[config.mk]
export PLATFORM = sky130hd
export DESIGN_NAME = xcvr_ctrl_top
export DESIGN_NICKNAME = d
export VERILOG_FILES = /design/src/rtl/xcvr_ctrl_pkg.sv /design/src/rtl/xcvr_ctrl_top.sv /design/src/rtl/ref_activity_mon.sv
export SDC_FILE = /design/constraint.sdc
export NUM_CORES = 1
export LEC_CHECK = 0
export BUFFER_PORTS_ARGS = -buffer_cell sky130_fd_sc_hd__clkbuf_2
export CAP_MARGIN = 20
export CORE_MARGIN = 8
export CORE_UTILIZATION = 40
export CTS_CLUSTER_DIAMETER = 80
export CTS_CLUSTER_SIZE = 16
export DETAILED_ROUTE_END_ITERATION = 6
export GPL_TIMING_DRIVEN = 0
export HOLD_SLACK_MARGIN = 0.05
export SLEW_MARGIN = 20
export SYNTH_ARGS = -nofsm -noshare
export SYNTH_HDL_FRONTEND = slang
export SYNTH_SLANG_ARGS = --single-unit
[constraint.sdc]
create_clock -name aclk -period 1.75 [get_ports aclk]
set_clock_uncertainty 0.1 [all_clocks]
set_input_delay 0 -clock aclk [delete_from_list [all_inputs] [get_ports aclk]]
set_output_delay 0 -clock aclk [all_outputs]
set_load 0.02 [all_outputs]
[src/rtl/xcvr_ctrl_pkg.sv]
// Constants for the transceiver clock, reset and power control block.
// Assumes a single 25 MHz bus clock and an AXI4-Lite master.
`default_nettype none
package xcvr_ctrl_pkg;
   // ***********************************************
   // Sizes
   // ***********************************************
   localparam int NUM_CH = 4;
   localparam int NUM_REF = 2 * NUM_CH;
   localparam int AW = 8;
   localparam int CNT_W = 5;
   // ***********************************************
   // Register offsets and reset values
   // ***********************************************
   localparam logic [7:0] CTRL_OFF = 8'h00;
   localparam logic [7:0] STAT_OFF = 8'h04;
   localparam logic [7:0] ERR_OFF = 8'h08;
   localparam logic [7:0] CFG_OFF = 8'h0c;
   localparam logic [31:0] CTRL_RST = 32'h0000_001d;
   localparam logic [31:0] CTRL_MASK = 32'h0000_001f;
   localparam logic [31:0] CFG_RST = 32'h0000_0040;
   localparam logic [31:0] CFG_MASK = 32'h0000_0077;
   localparam logic [1:0] RESP_OKAY = 2'b00;
   localparam logic [1:0] RESP_SLVERR = 2'b10;
   // Control and config register fields
   localparam int PLLRST_BIT = 0;
   localparam int PWRDN_BIT = 1;
   localparam int TXRST_BIT = 2;
   localparam int RXARST_BIT = 3;
   localparam int RXDRST_BIT = 4;
   localparam int PFD_BIT = 0;
   localparam int BOND_BIT = 1;
   localparam int PIPE_BIT = 2;
   localparam int CH_LSB = 4;
   localparam int CH_W = 3;
   // ***********************************************
   // Pin synchroniser layout
   // ***********************************************
   localparam int PIN_PLL = 0;
   localparam int PIN_PWR = 1;
   localparam int PIN_TX = 2;
   localparam int PIN_RCK = 5;
   localparam int PIN_RTO = 6;
   localparam int RCFG_W = 4;
   localparam int PIN_W = 10;
   // ***********************************************
   // Timing counts: bus clock cycles, reference edges and reconfig ticks
   // ***********************************************
   localparam int RSTPW_CYC = 2;
   localparam int LOCK_EDGES = 8;
   localparam int LOSS_CYC = 16;
   localparam int OC_TICKS = 16;
   typedef enum logic [2:0] {
      OC_IDLE = 3'b001,
      OC_RUN = 3'b010,
      OC_DONE = 3'b100
   } oc_state_e;
endpackage : xcvr_ctrl_pkg
`default_nettype wire

[src/rtl/xcvr_ctrl_top.sv]
// Clock, reset, power-down and reconfiguration control of a transceiver.
// Assumes fabric pins are asynchronous; registers sit on AXI4-Lite.
// Functional notes
// - PLL reset held means the PLL stays in reset and never locks.
// - After PLL reset release the PLL locks to its selected references.
// - An output shows whether the PLL has lock.
// - With PFD feedback one reference per TX channel, then one per RX.
// - Without PFD feedback reference 0 feeds all TX and 1 all RX.
// - Bonded modes get one fabric interface clock output.
// - Power-down turns off PCS, serial interface, CDR and PCIe logic.
// - Power-down leaves the reference clock buffers on.
// - TX digital reset holds the TX coding logic in reset.
// - RX analogue reset resets the RX PMA analogue circuitry.
// - RX digital reset holds the RX coding logic in reset.
// - Reconfig clock times reconfiguration and non-PIPE offset cancel.
// - Controller drives the inbound bus; status returns outbound.
//
// The placing of the registers and the AXI4-Lite slave port were decided locally.
`timescale 1ns/1ps
`default_nettype none
module xcvr_ctrl_top
   import xcvr_ctrl_pkg::*;
(
   input wire logic aclk,
   input wire logic aresetn,
   input wire logic [xcvr_ctrl_pkg::AW-1:0] awaddr,
   input wire logic awvalid,
   output logic awready,
   input wire logic [31:0] wdata,
   input wire logic [3:0] wstrb,
   input wire logic wvalid,
   output logic wready,
   output logic [1:0] bresp,
   output logic bvalid,
   input wire logic bready,
   input wire logic [xcvr_ctrl_pkg::AW-1:0] araddr,
   input wire logic arvalid,
   output logic arready,
   output logic [31:0] rdata,
   output logic [1:0] rresp,
   output logic rvalid,
   input wire logic rready,
   input wire logic [xcvr_ctrl_pkg::NUM_REF-1:0] pll_ref_clk,
   input wire logic pll_reset_pin,
   output logic pll_locked,
   output logic pll_hold,
   input wire logic xcvr_powerdown_pin,
   output logic pcs_pwr_off,
   output logic high_speed_serial_interface_pwr_off,
   output logic cdr_pwr_off,
   output logic pcie_pwr_off,
   output logic refclk_buf_en,
   input wire logic tx_pcs_reset_pin,
   input wire logic rx_pma_reset_pin,
   input wire logic rx_pcs_reset_pin,
   output logic tx_pcs_rst,
   output logic rx_pma_rst,
   output logic rx_pcs_rst,
   output logic core_clk_out,
   input wire logic reconfig_clk,
   input wire logic [xcvr_ctrl_pkg::RCFG_W-1:0] reconfig_to_xcvr,
   output logic [xcvr_ctrl_pkg::RCFG_W-1:0] reconfig_from_xcvr,
   output logic offset_cancel_busy
);
   import xcvr_ctrl_pkg::*;
   logic [PIN_W-1:0] pin_raw;
   logic [PIN_W-1:0] pin_s1_ff;
   logic [PIN_W-1:0] pin_s2_ff;
   logic rck_d_ff;
   logic rcfg_tick;
   logic [31:0] ctrl_ff;
   logic [31:0] cfg_ff;
   logic [2:0] err_ff;
   logic [2:0] err_set;
   logic [2:0] err_clr;
   logic aw_hold_ff;
   logic w_hold_ff;
   logic [AW-1:0] awaddr_ff;
   logic [31:0] wdata_ff;
   logic [3:0] wstrb_ff;
   logic bvalid_ff;
   logic [1:0] bresp_ff;
   logic rvalid_ff;
   logic [31:0] rdata_ff;
   logic [1:0] rresp_ff;
   logic wr_go;
   logic wr_hit;
   logic [31:0] wr_val;
   logic [31:0] rd_val;
   logic rd_hit;
   logic [31:0] stat_word;
   logic pll_hold_ff;
   logic pll_locked_ff;
   logic pwr_off_ff;
   logic tx_rst_ff;
   logic rxa_rst_ff;
   logic rxd_rst_ff;
   logic core_clk_ff;
   logic [NUM_REF-1:0] mon_locked;
   logic [NUM_REF-1:0] sel_mask;
   logic sel_ok;
   logic [3:0] nch2;
   logic cfg_pfd;
   logic cfg_bond;
   logic cfg_pipe;
   oc_state_e oc_ff;
   oc_state_e nxt_oc;
   logic [CNT_W-1:0] oc_cnt_ff;
   logic [RCFG_W-1:0] rcfg_out_ff;
   // ***********************************************
   // Pin synchronisers
   // ***********************************************
   assign pin_raw = {reconfig_to_xcvr, reconfig_clk, rx_pcs_reset_pin,
                     rx_pma_reset_pin, tx_pcs_reset_pin,
                     xcvr_powerdown_pin, pll_reset_pin};
   always_ff @(posedge aclk)
   begin
      if (!aresetn)
      begin
         pin_s1_ff <= '0;
         pin_s2_ff <= '0;
         rck_d_ff <= 1'b0;
      end
      else
      begin
         pin_s1_ff <= pin_raw;
         pin_s2_ff <= pin_s1_ff;
         rck_d_ff <= pin_s2_ff[PIN_RCK];
      end
   end
   assign rcfg_tick = pin_s2_ff[PIN_RCK] && !rck_d_ff;
   // ***********************************************
   // AXI4-Lite write channel
   // ***********************************************
   assign awready = !aw_hold_ff && !bvalid_ff;
   assign wready = !w_hold_ff && !bvalid_ff;
   assign wr_go = aw_hold_ff && w_hold_ff && !bvalid_ff;
   assign wr_hit = (awaddr_ff == CTRL_OFF) || (awaddr_ff == STAT_OFF) ||
                   (awaddr_ff == ERR_OFF) || (awaddr_ff == CFG_OFF);
   assign bvalid = bvalid_ff;
   assign bresp = bresp_ff;
   always_comb
   begin
      wr_val = '0;
      for (int b = 0; b < 4; b++)
         wr_val[8*b +: 8] = wstrb_ff[b] ? wdata_ff[8*b +: 8] : 8'h00;
   end
   always_ff @(posedge aclk)
   begin
      if (!aresetn)
      begin
         aw_hold_ff <= 1'b0;
         w_hold_ff <= 1'b0;
         awaddr_ff <= '0;
         wdata_ff <= '0;
         wstrb_ff <= '0;
      end
      else if (wr_go)
      begin
         aw_hold_ff <= 1'b0;
         w_hold_ff <= 1'b0;
      end
      else
      begin
         if (awvalid && awready)
         begin
            aw_hold_ff <= 1'b1;
            awaddr_ff <= awaddr;
         end
         if (wvalid && wready)
         begin
            w_hold_ff <= 1'b1;
            wdata_ff <= wdata;
            wstrb_ff <= wstrb;
         end
      end
   end
   always_ff @(posedge aclk)
   begin
      if (!aresetn)
      begin
         bvalid_ff <= 1'b0;
         bresp_ff <= RESP_OKAY;
      end
      else if (wr_go)
      begin
         bvalid_ff <= 1'b1;
         bresp_ff <= wr_hit ? RESP_OKAY : RESP_SLVERR;
      end
      else if (bready)
         bvalid_ff <= 1'b0;
   end
   // ***********************************************
   // Control, config and error registers
   // ***********************************************
   // Unstrobed bytes keep their value
   always_ff @(posedge aclk)
   begin
      if (!aresetn)
         ctrl_ff <= CTRL_RST;
      else if (wr_go && awaddr_ff == CTRL_OFF)
         ctrl_ff <= ((ctrl_ff & ~strb_mask(wstrb_ff)) | wr_val) & CTRL_MASK;
   end
   always_ff @(posedge aclk)
   begin
      if (!aresetn)
         cfg_ff <= CFG_RST;
      else if (wr_go && awaddr_ff == CFG_OFF)
         cfg_ff <= ((cfg_ff & ~strb_mask(wstrb_ff)) | wr_val) & CFG_MASK;
   end
   function automatic logic [31:0] strb_mask(input logic [3:0] s);
      logic [31:0] m;
      m = '0;
      for (int b = 0; b < 4; b++)
         m[8*b +: 8] = {8{s[b]}};
      return m;
   endfunction : strb_mask
   assign err_clr = (wr_go && awaddr_ff == ERR_OFF) ? wr_val[2:0] : 3'b000;
   // Set beats clear so a short pulse in the clear cycle is kept
   always_ff @(posedge aclk)
   begin
      if (!aresetn)
         err_ff <= '0;
      else
         err_ff <= (err_ff & ~err_clr) | err_set;
   end
   assign cfg_pfd = cfg_ff[PFD_BIT];
   assign cfg_bond = cfg_ff[BOND_BIT];
   assign cfg_pipe = cfg_ff[PIPE_BIT];
   // ***********************************************
   // Reset pulse width checks
   // ***********************************************
   for (genvar g = 0; g < 3; g++)
   begin : g_pw
      logic [1:0] cnt_ff;
      always_ff @(posedge aclk)
      begin
         if (!aresetn)
            cnt_ff <= '0;
         else if (pin_s2_ff[PIN_TX+g])
            cnt_ff <= (cnt_ff == 2'(RSTPW_CYC)) ? cnt_ff : cnt_ff + 2'd1;
         else
            cnt_ff <= '0;
      end
      assign err_set[g] = !pin_s2_ff[PIN_TX+g] && cnt_ff != 2'd0 &&
                          cnt_ff < 2'(RSTPW_CYC);
   end
   // ***********************************************
   // AXI4-Lite read channel
   // ***********************************************
   assign stat_word = {23'h0, oc_ff, pwr_off_ff, rxd_rst_ff, rxa_rst_ff,
                       tx_rst_ff, pll_hold_ff, pll_locked_ff};
   always_comb
   begin
      rd_hit = 1'b1;
      unique case (araddr)
         CTRL_OFF: rd_val = ctrl_ff;
         STAT_OFF: rd_val = stat_word;
         ERR_OFF: rd_val = {29'h0, err_ff};
         CFG_OFF: rd_val = cfg_ff;
         default:
         begin
            rd_val = '0;
            rd_hit = 1'b0;
         end
      endcase
   end
   assign arready = !rvalid_ff;
   assign rvalid = rvalid_ff;
   assign rdata = rdata_ff;
   assign rresp = rresp_ff;
   always_ff @(posedge aclk)
   begin
      if (!aresetn)
      begin
         rvalid_ff <= 1'b0;
         rdata_ff <= '0;
         rresp_ff <= RESP_OKAY;
      end
      else if (arvalid && arready)
      begin
         rvalid_ff <= 1'b1;
         rdata_ff <= rd_val;
         rresp_ff <= rd_hit ? RESP_OKAY : RESP_SLVERR;
      end
      else if (rready)
         rvalid_ff <= 1'b0;
   end
   // ***********************************************
   // Power-down and reset holds
   // ***********************************************
   always_ff @(posedge aclk)
   begin
      if (!aresetn)
      begin
         pwr_off_ff <= 1'b1;
         tx_rst_ff <= 1'b1;
         rxa_rst_ff <= 1'b1;
         rxd_rst_ff <= 1'b1;
         pll_hold_ff <= 1'b1;
      end
      else
      begin
         pwr_off_ff <= pin_s2_ff[PIN_PWR] || ctrl_ff[PWRDN_BIT];
         tx_rst_ff <= pin_s2_ff[PIN_TX] || ctrl_ff[TXRST_BIT];
         rxa_rst_ff <= pin_s2_ff[PIN_TX+1] || ctrl_ff[RXARST_BIT];
         rxd_rst_ff <= pin_s2_ff[PIN_TX+2] || ctrl_ff[RXDRST_BIT];
         pll_hold_ff <= pin_s2_ff[PIN_PLL] || ctrl_ff[PLLRST_BIT];
      end
   end
   assign pcs_pwr_off = pwr_off_ff;
   assign high_speed_serial_interface_pwr_off = pwr_off_ff;
   assign cdr_pwr_off = pwr_off_ff;
   assign pcie_pwr_off = pwr_off_ff;
   // Buffers stay up so references survive power-down
   assign refclk_buf_en = 1'b1;
   assign tx_pcs_rst = tx_rst_ff;
   assign rx_pma_rst = rxa_rst_ff;
   assign rx_pcs_rst = rxd_rst_ff;
   assign pll_hold = pll_hold_ff;
   // ***********************************************
   // Reference selection and lock
   // ***********************************************
   assign nch2 = {cfg_ff[CH_LSB +: CH_W], 1'b0};
   always_comb
   begin
      for (int i = 0; i < NUM_REF; i++)
         sel_mask[i] = cfg_pfd ? (4'(i) < nch2) : (i < 2);
   end
   for (genvar r = 0; r < NUM_REF; r++)
   begin : g_ref
      ref_activity_mon u_mon (
         .aclk(aclk),
         .aresetn(aresetn),
         .hold(pll_hold_ff),
         .ref_pin(pll_ref_clk[r]),
         .locked(mon_locked[r])
      );
   end
   assign sel_ok = &(mon_locked | ~sel_mask);
   always_ff @(posedge aclk)
   begin
      if (!aresetn)
         pll_locked_ff <= 1'b0;
      else
         pll_locked_ff <= !pll_hold_ff && sel_ok;
   end
   assign pll_locked = pll_locked_ff;
   // Interface clock runs at aclk/2, only once locked
   always_ff @(posedge aclk)
   begin
      if (!aresetn)
         core_clk_ff <= 1'b0;
      else
         core_clk_ff <= (cfg_bond && pll_locked_ff) && !core_clk_ff;
   end
   assign core_clk_out = core_clk_ff;
   // ***********************************************
   // Offset cancellation and reconfiguration
   // ***********************************************
   always_comb
   begin
      nxt_oc = oc_ff;
      unique case (oc_ff)
         OC_IDLE:
            if (!cfg_pipe && !rxa_rst_ff && pll_locked_ff)
               nxt_oc = OC_RUN;
         OC_RUN:
            if (rcfg_tick && oc_cnt_ff == CNT_W'(OC_TICKS - 1))
               nxt_oc = OC_DONE;
         OC_DONE:
            nxt_oc = OC_DONE;
         default:
            nxt_oc = OC_IDLE;
      endcase
      if (cfg_pipe || rxa_rst_ff || pwr_off_ff)
         nxt_oc = OC_IDLE;
   end
   always_ff @(posedge aclk)
   begin
      if (!aresetn)
      begin
         oc_ff <= OC_IDLE;
         oc_cnt_ff <= '0;
      end
      else
      begin
         oc_ff <= nxt_oc;
         if (nxt_oc != OC_RUN)
            oc_cnt_ff <= '0;
         else if (rcfg_tick)
            oc_cnt_ff <= oc_cnt_ff + CNT_W'(1);
      end
   end
   assign offset_cancel_busy = (oc_ff == OC_RUN);
   // Outbound status moves only on reconfig clock edges
   always_ff @(posedge aclk)
   begin
      if (!aresetn)
         rcfg_out_ff <= '0;
      else if (rcfg_tick)
         rcfg_out_ff <= {^pin_s2_ff[PIN_RTO +: RCFG_W], oc_ff == OC_DONE,
                         oc_ff == OC_RUN, pll_locked_ff};
   end
   assign reconfig_from_xcvr = rcfg_out_ff;
endmodule : xcvr_ctrl_top
`default_nettype wire

[src/rtl/ref_activity_mon.sv]
// Reference clock activity monitor, one per reference input.
// Assumes the reference pin is asynchronous to aclk and slower than aclk/2.
`timescale 1ns/1ps
`default_nettype none
module ref_activity_mon
   import xcvr_ctrl_pkg::*;
(
   input wire logic aclk,
   input wire logic aresetn,
   input wire logic hold,
   input wire logic ref_pin,
   output logic locked
);
   logic s1_ff;
   logic s2_ff;
   logic s3_ff;
   logic [CNT_W-1:0] edges_ff;
   logic [CNT_W-1:0] quiet_ff;
   logic seen;
   assign seen = s2_ff ^ s3_ff;
   assign locked = (edges_ff == CNT_W'(LOCK_EDGES));
   // ***********************************************
   // Synchroniser
   // ***********************************************
   always_ff @(posedge aclk)
   begin
      if (!aresetn)
      begin
         s1_ff <= 1'b0;
         s2_ff <= 1'b0;
         s3_ff <= 1'b0;
      end
      else
      begin
         s1_ff <= ref_pin;
         s2_ff <= s1_ff;
         s3_ff <= s2_ff;
      end
   end
   // ***********************************************
   // Lock acquisition and loss
   // ***********************************************
   always_ff @(posedge aclk)
   begin
      if (!aresetn || hold)
      begin
         edges_ff <= '0;
         quiet_ff <= '0;
      end
      else if (seen)
      begin
         quiet_ff <= '0;
         if (!locked)
            edges_ff <= edges_ff + CNT_W'(1);
      end
      else if (quiet_ff == CNT_W'(LOSS_CYC))
         edges_ff <= '0;
      else
         quiet_ff <= quiet_ff + CNT_W'(1);
   end
endmodule : ref_activity_mon
`default_nettype wire

# Yosys cells after proc, flatten, opt, wreduce, memory -nomap -nowiden

Index checks and enable logic that the tools add are counted.

Add/subtract/negate cells: 20
Magnitude comparators: 11
Eq/ne operators: 38
Multiplexer cells: 46
Bitwise gates (word level): 20
Reductions and logical operators: 88

Operator list:

| operator              | number |
|---|---|
| $mux W5               | 24 |
| $add A5 B1 Y5 const B | 17 |
| $eq A5 B4 Y1 const B  | 9 |
| $eq A5 B5 Y1 const B  | 8 |
| $pmux W9 S4           | 1 |
| $eq A8 B4 Y1 const B  | 4 |
| $reduce_and A2 Y1     | 13 |
| $reduce_bool A2 Y1    | 13 |
| $logic_and A1 B1 Y1   | 23 |
| $reduce_or A2 Y1      | 10 |
| $eq A8 B3 Y1 const B  | 2 |
| $logic_not A8 Y1      | 2 |
| $lt A3 B4 Y1 const A  | 4 |
| $ne A2 B2 Y1 const B  | 8 |
| $logic_not A1 Y1      | 13 |
| $mux W1               | 13 |
| $mux W3               | 4 |
| $logic_or A1 B1 Y1    | 11 |
| $pmux W3 S3           | 1 |
| $lt A1 B4 Y1 const A  | 2 |
| $lt A2 B4 Y1 const A  | 2 |
| $not A8 Y8            | 1 |
| $or A8 B8 Y8          | 1 |
| $reduce_and A8 Y1     | 1 |
| other kinds (21)      | 36 |

Bits in registers: 220
Bits of input ports: 77
Output and inout bits: 57
Word-level logic and storage cells: 292

# Longest topological paths before layout

Gate-level depths: netlist of the first run.

Word-level depth: 8
Depth in mapped cells: 7
Gate-level depth less buffers: 6

# Cells and area by module

From an unflattened synthesis of the first run, not the netlist that was laid out.

Cells, all modules: 984
Area, all modules: 8979.9 um^2

Modules (own cells, without submodules):

| module           | instances | cells an instance | area each (um^2) | sequential area each (um^2) |
|---|---|---|---|---|
| ref_activity_mon | 8         | 72                | 639.4            | 260.2 |
| xcvr_ctrl_top    | 1         | 408               | 3865.0           | 1821.7 |

# Least setup slack after synthesis of the first run

No wires, ideal clock.

Kind: register -> register
Start point: register g_ref[3].u_mon.edges_ff[0]
End point: register g_ref[3].u_mon.edges_ff[1]
Library setup time: 128 ps
Data arrival time: 1349 ps
Data required time: 1522 ps
Slack: 173 ps
Cell stages (with the launch flop): 7
Buffers on the path: 0
Period minus slack after synthesis: 1577 ps
Cells stage by stage: dfxtp_1 -> inv_1 -> ha_1 -> nor4bb_1 -> nor2_1 -> a22oi_1 -> nor2_1

Longest elaborated chain between the ends: 3
Elaborated cells on any way between the ends: 6
Those cells by class: add/sub: 1; eq/ne: 2; mux: 2; reduce/logical: 1

RTL lines:

| what                                                 | RTL line                                       | source |
|---|---|---|
| from (decl)                                          | ref_activity_mon.sv:17                         | `logic [CNT_W-1:0] edges_ff;` |
| from (signal assigned)                               | ref_activity_mon.sv:54                         | `edges_ff <= edges_ff + CNT_W'(1);` |
| $add A5 B1 Y5 / $eq A5 B4 Y1 (equally long branches) | ref_activity_mon.sv:54, ref_activity_mon.sv:21 |  |
| $mux W5 / $ne A2 B2 Y1 (equally long branches)       | n/a                                            |  |
| $mux W5 / $reduce_and A2 Y1 (equally long branches)  | n/a                                            |  |

Several ways; a longest one is shown, not always the timed one. The select of a mux whose other input is x is not followed.
A chain may end at the register's enable or synchronous reset.

# Worst setup path after layout of the first run

Start point: input araddr[4] (netlist bit)
End point: register rdata_ff[3] (netlist: rdata[3])

Longest elaborated chain between the ends: 2
Elaborated cells on any way between the ends: 5
Those cells by class: eq/ne: 3; mux: 1; reduce/logical: 1

RTL lines:

| what                                 | RTL line             | source |
|---|---|---|
| from (decl)                          | xcvr_ctrl_top.sv:36  | `input wire logic [xcvr_ctrl_pkg::AW-1:0] araddr,` |
| $eq A8 B4 Y1 (tied with other cells) | xcvr_ctrl_top.sv:256 | `unique case (araddr)` |
| $pmux W9 S4 *                        | xcvr_ctrl_top.sv:256 |  |
| to (signal assigned)                 | xcvr_ctrl_top.sv:283 | `rdata_ff <= rd_val;` |
| to (decl)                            | xcvr_ctrl_top.sv:84  | `logic [31:0] rdata_ff;` |

Mark *: on every way between the ends. The rest lies on a longest branch, timed or not.

==> results.sh, run 1 <==
export IMPL_nFillCells=1927
export IMPL_io_pins=134
export IMPL_ys_seq_area_frac=0.467
export IMPL_hold_worst_slack_ns=0.0326
export IMPL_start_kind="input port"
export IMPL_drt_initial_drc_count=256
export IMPL_h_tree_depth=4
export IMPL_cp_data_arrival_time_ns=1.97
export IMPL_synth_edff_count=0
export IMPL_die_h_um=161
export IMPL_nets=1187
export IMPL_worst_ir_drop_vdd_mv=0.671
export IMPL_cts_sinks=195
export IMPL_clock_path_buffers=2
export IMPL_ys_async_sr_fraction=0
export IMPL_power_density_nw_per_um2=881
export IMPL_slew_violations=0
export IMPL_fin_crit_sh=0.968
export IMPL_fin_area_um2=10500
export IMPL_antenna_found_initial=0
export IMPL_synth_largest_area_cell="dfxtp_1"
export IMPL_rows=53
export IMPL_antenna_cells=0
export IMPL_clk_pin_slew_ns=0.08
export IMPL_gp_congestion=0.772
export IMPL_drive_gt1_frac=0.169
export IMPL_syn_area_per_cell_um2=9.32
export IMPL_hpwlAfterDp_um=12700
export IMPL_slew_headroom=0.554
export IMPL_worstSetupEndpointType="register"
export IMPL_ys_ff_latch=195
export IMPL_insertion_delay_ns=0.43
export IMPL_worst_pin_slew_ns=0.669
export IMPL_multi_input_area_um2=4250
export IMPL_core_area_um2=20800
export IMPL_port_buffers=77
export IMPL_postSynthCellCount=898
export IMPL_root_buffer="clkbuf_16"
export IMPL_crit_path_start="araddr[4]"
export IMPL_routed_wl_um=17900
export IMPL_cts_tree="built"
export IMPL_fp_dieW_um=161
export IMPL_dr_total_vias=6470
export IMPL_rsz0062_at_grt="yes"
export IMPL_ff_latch_area_um2=3910
export IMPL_grt_first_pass_wirelength_um=30000
export IMPL_yosysWarnings=0
export IMPL_worst_setup_path_type="input port to register"
export IMPL_wl_per_cell_um=13.2
export IMPL_place_area_um2=9190
export IMPL_min_path_type="input port to register"
export IMPL_synth_flop_cell="dfxtp_1"
export IMPL_syn2layout_area_growth_pct=25.8
export IMPL_critical_path_peak_fanout=2
export IMPL_via_per_inst=4.76
export IMPL_period_minus_slack_ns=1.69
export IMPL_timing_fmax_mhz=590
export IMPL_numCtsBuffers=17
export IMPL_final_antenna_net_count=0
export IMPL_drt_pass1_iterations=4
export IMPL_drc=0
export IMPL_die_area_um2=25800
export IMPL_synth_area_leaders="dfxtp_1 (47%), ha_1 (6.0%), nor2_1 (4.7%)"
export IMPL_outcome="finished clean"
export IMPL_first_global_vias=6194
export IMPL_final_setup_viol_count=0
export IMPL_p_leak_nw=4.15
export IMPL_worstReg2RegStart="g_ref[6].u_mon.quiet_ff[0]$_SDFFE_PP0N_"
export IMPL_hold_viol=0
export IMPL_initial_core_util=0.403
export IMPL_required_ns=2.02
export IMPL_grt_max_degree=20
export IMPL_grt_overflow=0
export IMPL_syn_cell_area_um2=8370
export IMPL_drv_cap=0
export IMPL_ys_types=50
export IMPL_hold_path_startpoint="araddr[3]"
export IMPL_track_usage=0.141
export IMPL_yosysTopAreaCellShare=0.467
-- placed cells by master, fill, tap and decap left out, types with 10 or more instances in the layout --
cell type        n
nand3_1         39
nor2_1         102
o21ai_0         16
a211oi_1        10
a21oi_1         44
buf_4           34
a22oi_1         13
mux2i_1         24
nand2_1         76
clkbuf_1        15
dfxtp_1        194
conb_1          26
xor2_1          32
and2_1          52
clkbuf_2        82
nor3_1          24
inv_1           47
dlygate4sd3_1   50
ha_1            40
or3_1           10
xnor2_1         24
clkbuf_16       17
-- final timing paths --
kind	to	depth (start not counted)	slack, ns
worst max-delay path	rdata[3]$_SDFFE_PN0P_	7	0.06
worst min-delay path	rdata[8]$_SDFFE_PN0P_	4	0.03
worst max register to register	g_ref[6].u_mon.edges_ff[2]$_SDFFE_PP0P_	7	0.08
worst min register to register	cdr_pwr_off$_SDFF_PN1_	1	0.32
-- flip-flops by register name (all words and copies together), names as in the netlist, 3 cells and up, named ones only --
register / cells
awaddr_ff: 8
err_ff: 3
g_pw.cnt_ff: 6
g_ref.u_mon.edges_ff: 40
g_ref.u_mon.quiet_ff: 40
g_ref.u_mon.s1_ff: 8
g_ref.u_mon.s2_ff: 8
g_ref.u_mon.s3_ff: 8
oc_cnt_ff: 5
oc_ff: 3
pin_s1_ff: 10
pin_s2_ff: 10
rdata: 9
reconfig_from_xcvr: 4
wdata_ff: 7
-- per-layer routing --
metal  track usage  up-vias  part of all wire
met3        0.0384       20             0.043
met2         0.235      114              0.47
li1              -     3337                 -
met5             0        -                 0
met4        0.0523        0             0.017
met1         0.171     2999              0.47
-- report_power, final --
group / switching (W) / total, W / internal, W
Clock: 0.00184 / 0.00402 / 0.00218
Combinational: 0.000360 / 0.000674 / 0.000314
Sequential: 0.0000556 / 0.00458 / 0.00452
Total: 0.00225 / 0.00927 / 0.00702
-- final cells by class --
class | instances | area share
plain buffers | 53 | 0.0312
clock buffers | 18 | 0.0408
clock inverters | 14 | 0.0171
inverters | 47 | 0.0168
multi-input cells | 626 | 0.404
flip-flops and latches | 195 | 0.371
well taps | 275 | 0.0327
repair buffers | 130 | 0.0863
-- cell families (layout without fill, tap and decap cells) --
| kind of cell | count (synthesis) | after routing | synth area share |
|---|---|---|---|
| multiplexers | 35 | 35 | 0.0467 |
| adder cells (fa/ha/maj) | 40 | 40 | 0.0598 |
| XOR/XNOR | 60 | 60 | 0.0628 |
| AND/OR/NAND/NOR | 356 | 356 | 0.224 |
| flip-flops | 195 | 195 | 0.467 |
| other | 2 | 26 | 0.000898 |
| buffers and inverters | 101 | 262 | 0.0594 |
| AO/OA/AOI/OAI | 109 | 109 | 0.0797 |
-- synthesized netlist by cell type, types with 4 or more instances --
cell type,n
nand2_1,76
or3_1,10
a211oi_1,10
o21ai_0,17
nand4bb_1,6
nand3b_1,4
inv_1,47
xor2_1,32
buf_2,4
xnor2_1,28
a22oi_1,13
nor2_1,104
and2_1,53
nor3_1,25
a21oi_1,45
dfxtp_1,195
ha_1,40
nand2b_1,4
and4bb_1,6
mux2i_1,30
nor4bb_1,6
clkbuf_1,20
buf_4,30
nand3_1,39
a31oi_1,7
-- critical path, stage by stage --
cell and delay [ns]:
dlygate4sd3_1 0.54, clkbuf_2 0.10, or4_4 0.49, nor3_2 0.12, dlygate4sd3_1 0.57, a22oi_1 0.06
nor2_1 0.08
-- through the flow --
stage	std cells	utilization	power (W)	setup slack, ns	TNS (ns)
global route	1358	0.507	0.00964	-0.0319	-0.0319
global placement	1274	0.443	0.00524	-0.252	-1.90
CTS	1356	0.500	0.00935	0.00709	0
floorplan	922	-	0.00506	0.173	0
finish	1358	0.507	0.00927	0.0560	0
detailed placement	1274	0.443	0.00524	-0.246	-2.00
-- timing repair --
action / 4_1_cts / 5_1_grt
resized for setup: 13 / 32
setup buffers: 0 / 3
hold endpoints to repair: 58 / 0
hold buffers: 50 / 0
setup endpoints to repair: 17 / 77
pin swaps: 0 / 5
Power figures use the tool's default switching activity.
==> run 2: changes to the inputs <==
--- a/config.mk
+++ b/config.mk
@@ -14,6 +14,7 @@
 export DETAILED_ROUTE_END_ITERATION = 6
 export GPL_TIMING_DRIVEN = 0
 export HOLD_SLACK_MARGIN = 0.05
+export PLACE_DENSITY_LB_ADDON = 0.3
 export SLEW_MARGIN = 20
 export SYNTH_ARGS = -nofsm -noshare
 export SYNTH_HDL_FRONTEND = slang
==> run 2 against run 1 <==
Fmax rose by 2.4%; flip-flop and latch count unchanged; die area did not move; critical path type is now register to register; non-clock buffer count rose by 1.
==> results.sh, run 2 (synthesis gave the netlist of run 1 again) <==
export IMPL_cts_sinks=195
export IMPL_dr_total_vias=6485
export IMPL_drc=0
export IMPL_outcome="finished clean"
export IMPL_power_density_nw_per_um2=861
export IMPL_power_share_combinational=0.075
export IMPL_cp_buffers_inverters=1
export IMPL_track_usage=0.143
export IMPL_grt_first_pass_wirelength_um=30200
export IMPL_required_ns=2.00
export IMPL_min_path_type="input port to register"
export IMPL_cpPeakStageDelay_ns=0.35
export IMPL_nets=1188
export IMPL_crit_chain="inv_1, ha_1, and4bb_1, mux2i_2, nor2_1, a211oi_1"
export IMPL_swShare=0.253
export IMPL_worst_pin_slew_ns=0.644
export IMPL_cts_tree="built"
export IMPL_drt_initial_drc_count=310
export IMPL_cp_data_arrival_time_ns=1.90
export IMPL_clk_pin_slew_ns=0.08
export IMPL_utilization=0.505
export IMPL_worstSetupEndpointType="register"
export IMPL_drt_pass1_iterations=4
export IMPL_core_area_um2=20800
export IMPL_insertion_delay_ns=0.44
export IMPL_start_kind="register"
export IMPL_total_power_w=0.00902
export IMPL_h_tree_depth=4
export IMPL_top_regs="g_ref.u_mon.edges_ff (40), g_ref.u_mon.quiet_ff (40)"
export IMPL_via_per_inst=4.77
export IMPL_rows=53
export IMPL_final_setup_viol_count=0
export IMPL_syn2layout_area_growth_pct=25.2
export IMPL_met2_usage=0.238
export IMPL_final_cell_mix="dfxtp_1 (193), nor2_1 (102), clkbuf_2 (77)"
export IMPL_share_seq_of_total_power=0.508
export IMPL_r2r_cells=6
export IMPL_die_h_um=161
export IMPL_die_area_um2=25800
export IMPL_fp_dieW_um=161
export IMPL_gp_congestion=0.782
export IMPL_final_common_cell="dfxtp_1"
export IMPL_nFillCells=1909
export IMPL_grt_max_degree=20
export IMPL_io_pins=134
export IMPL_initial_core_util=0.403
export IMPL_root_buffer="clkbuf_16"
export IMPL_grt_overflow=0
export IMPL_hold_viol=0
export IMPL_crit_family="simple AND/OR/NAND/NOR gates"
export IMPL_routed_wl_um=18400
export IMPL_worstReg2RegStart="g_ref[3].u_mon.quiet_ff[0]$_SDFFE_PP0N_"
export IMPL_hold_worst_slack_ns=0.0664
export IMPL_grt_util_met1=0.177
export IMPL_drv_cap=0
export IMPL_wl_per_cell_um=13.5
export IMPL_p_leak_nw=4.10
export IMPL_port_buffers=77
export IMPL_power_switching_w=0.00228
export IMPL_rrSetupSlack_ns=0.1
export IMPL_first_global_vias=6138
export IMPL_worst_setup_path_type="register to register"
export IMPL_hpwlAfterDp_um=12900
export IMPL_slew_headroom=0.571
export IMPL_top_usage_layer="met2"
export IMPL_antenna_found_initial=1
export IMPL_rsz0062_at_grt="no"
export IMPL_drive_gt1_frac=0.166
export IMPL_numCtsBuffers=17
export IMPL_timing_fmax_mhz=605
export IMPL_final_antenna_net_count=0
export IMPL_critPathSlowestCell="dfxtp_1"
export IMPL_r2r_end="g_ref[3].u_mon.edges_ff[2]$_SDFFE_PP0P_"
export IMPL_crit_end="g_ref[3].u_mon.edges_ff[2]$_SDFFE_PP0P_"
export IMPL_worst_path_stages=6
export IMPL_critical_path_peak_fanout=5
export IMPL_antenna_cells=0
export IMPL_dp_cells=1274
export IMPL_power_internal_w=0.00673
export IMPL_clock_path_buffers=2
export IMPL_grt_use_met3=0.0399
export IMPL_worst_ir_drop_vdd_mv=0.732
export IMPL_crit_path_start="g_ref[3].u_mon.quiet_ff[0]$_SDFFE_PP0N_"
export IMPL_fin_crit_sh=0.945
export IMPL_clkPwrFrac=0.417
export IMPL_layoutNonFillerInstCount=1359
export IMPL_period_minus_slack_ns=1.65
export IMPL_slew_violations=0
export IMPL_finalSetupTns_ns=0
-- run 2: power groups by stage --
stage,Sequential (W),Combinational (W),Clock (W)
2_1_floorplan,0.00468,0.000385,0
3_3_place_gp,0.00468,0.000554,0
3_5_place_dp,0.00468,0.000558,0
4_1_cts,0.00458,0.000650,0.00384
5_1_grt,0.00459,0.000742,0.00404
6_report,0.00458,0.000676,0.00376
-- run 2: final cells by class --
| cell class | count | area [um2] | area share |
|---|---|---|---|
| inverter | 47 | 176 | 0.0168 |
| clock buffer | 18 | 429 | 0.0410 |
| buffer | 53 | 323 | 0.0308 |
| sequential | 195 | 3910 | 0.373 |
| timing repair buffer | 131 | 916 | 0.0874 |
| multi-input combinational | 626 | 4240 | 0.405 |
| clock inverter | 14 | 143 | 0.0136 |
| tap | 275 | 344 | 0.0328 |
-- run 2: tightest hold or removal path, delay by kind of cell --
family / cells / cell delay, ns
AO/OA/AOI/OAI: 1 / 0.10
buffers and inverters: 2 / 0.40
AND/OR/NAND/NOR: 1 / 0.08
-- run 2: worst min-delay path by stage --
stage,start,end,cells after the start
floorplan,pll_ref_clk[0],g_ref[0].u_mon.s1_ff$_SDFF_PN0_,1
global placement,rx_pcs_reset_pin,pin_s1_ff[4]$_SDFF_PN0_,2
detailed placement,rx_pma_reset_pin,pin_s1_ff[3]$_SDFF_PN0_,2
CTS,araddr[0],rresp[1]$_SDFFE_PN0P_,4
global route,aresetn,g_ref[3].u_mon.quiet_ff[3]$_SDFFE_PP0N_,5
finish,araddr[3],rdata[8]$_SDFFE_PN0P_,4
-- run 2: stage by stage --
step	worst slack, ns	cell area [um2]
2_1_floorplan	0.173	8460
5_1_grt	0.00568	10500
3_3_place_gp	-0.272	9190
6_report	0.0960	10500
4_1_cts	0.00487	10300
3_5_place_dp	-0.277	9190
-- run 2: layer usage --
| layer | routed length [um] | share of wire | vias up |
|---|---|---|---|
| met5 | 0 | 0 | - |
| met4 | 168 | 0.0091 | 0 |
| met3 | 842 | 0.046 | 12 |
| met2 | 8830 | 0.48 | 105 |
| met1 | 8550 | 0.46 | 3027 |
| li1 | - | - | 3341 |
-- run 2: timing repair --
item                       CTS  global route
hold endpoints to repair    56             3
buffers inserted             0             4
setup endpoints to repair   17            39
hold buffers                49             2
pin swaps                    0             6
resized for setup           12            23
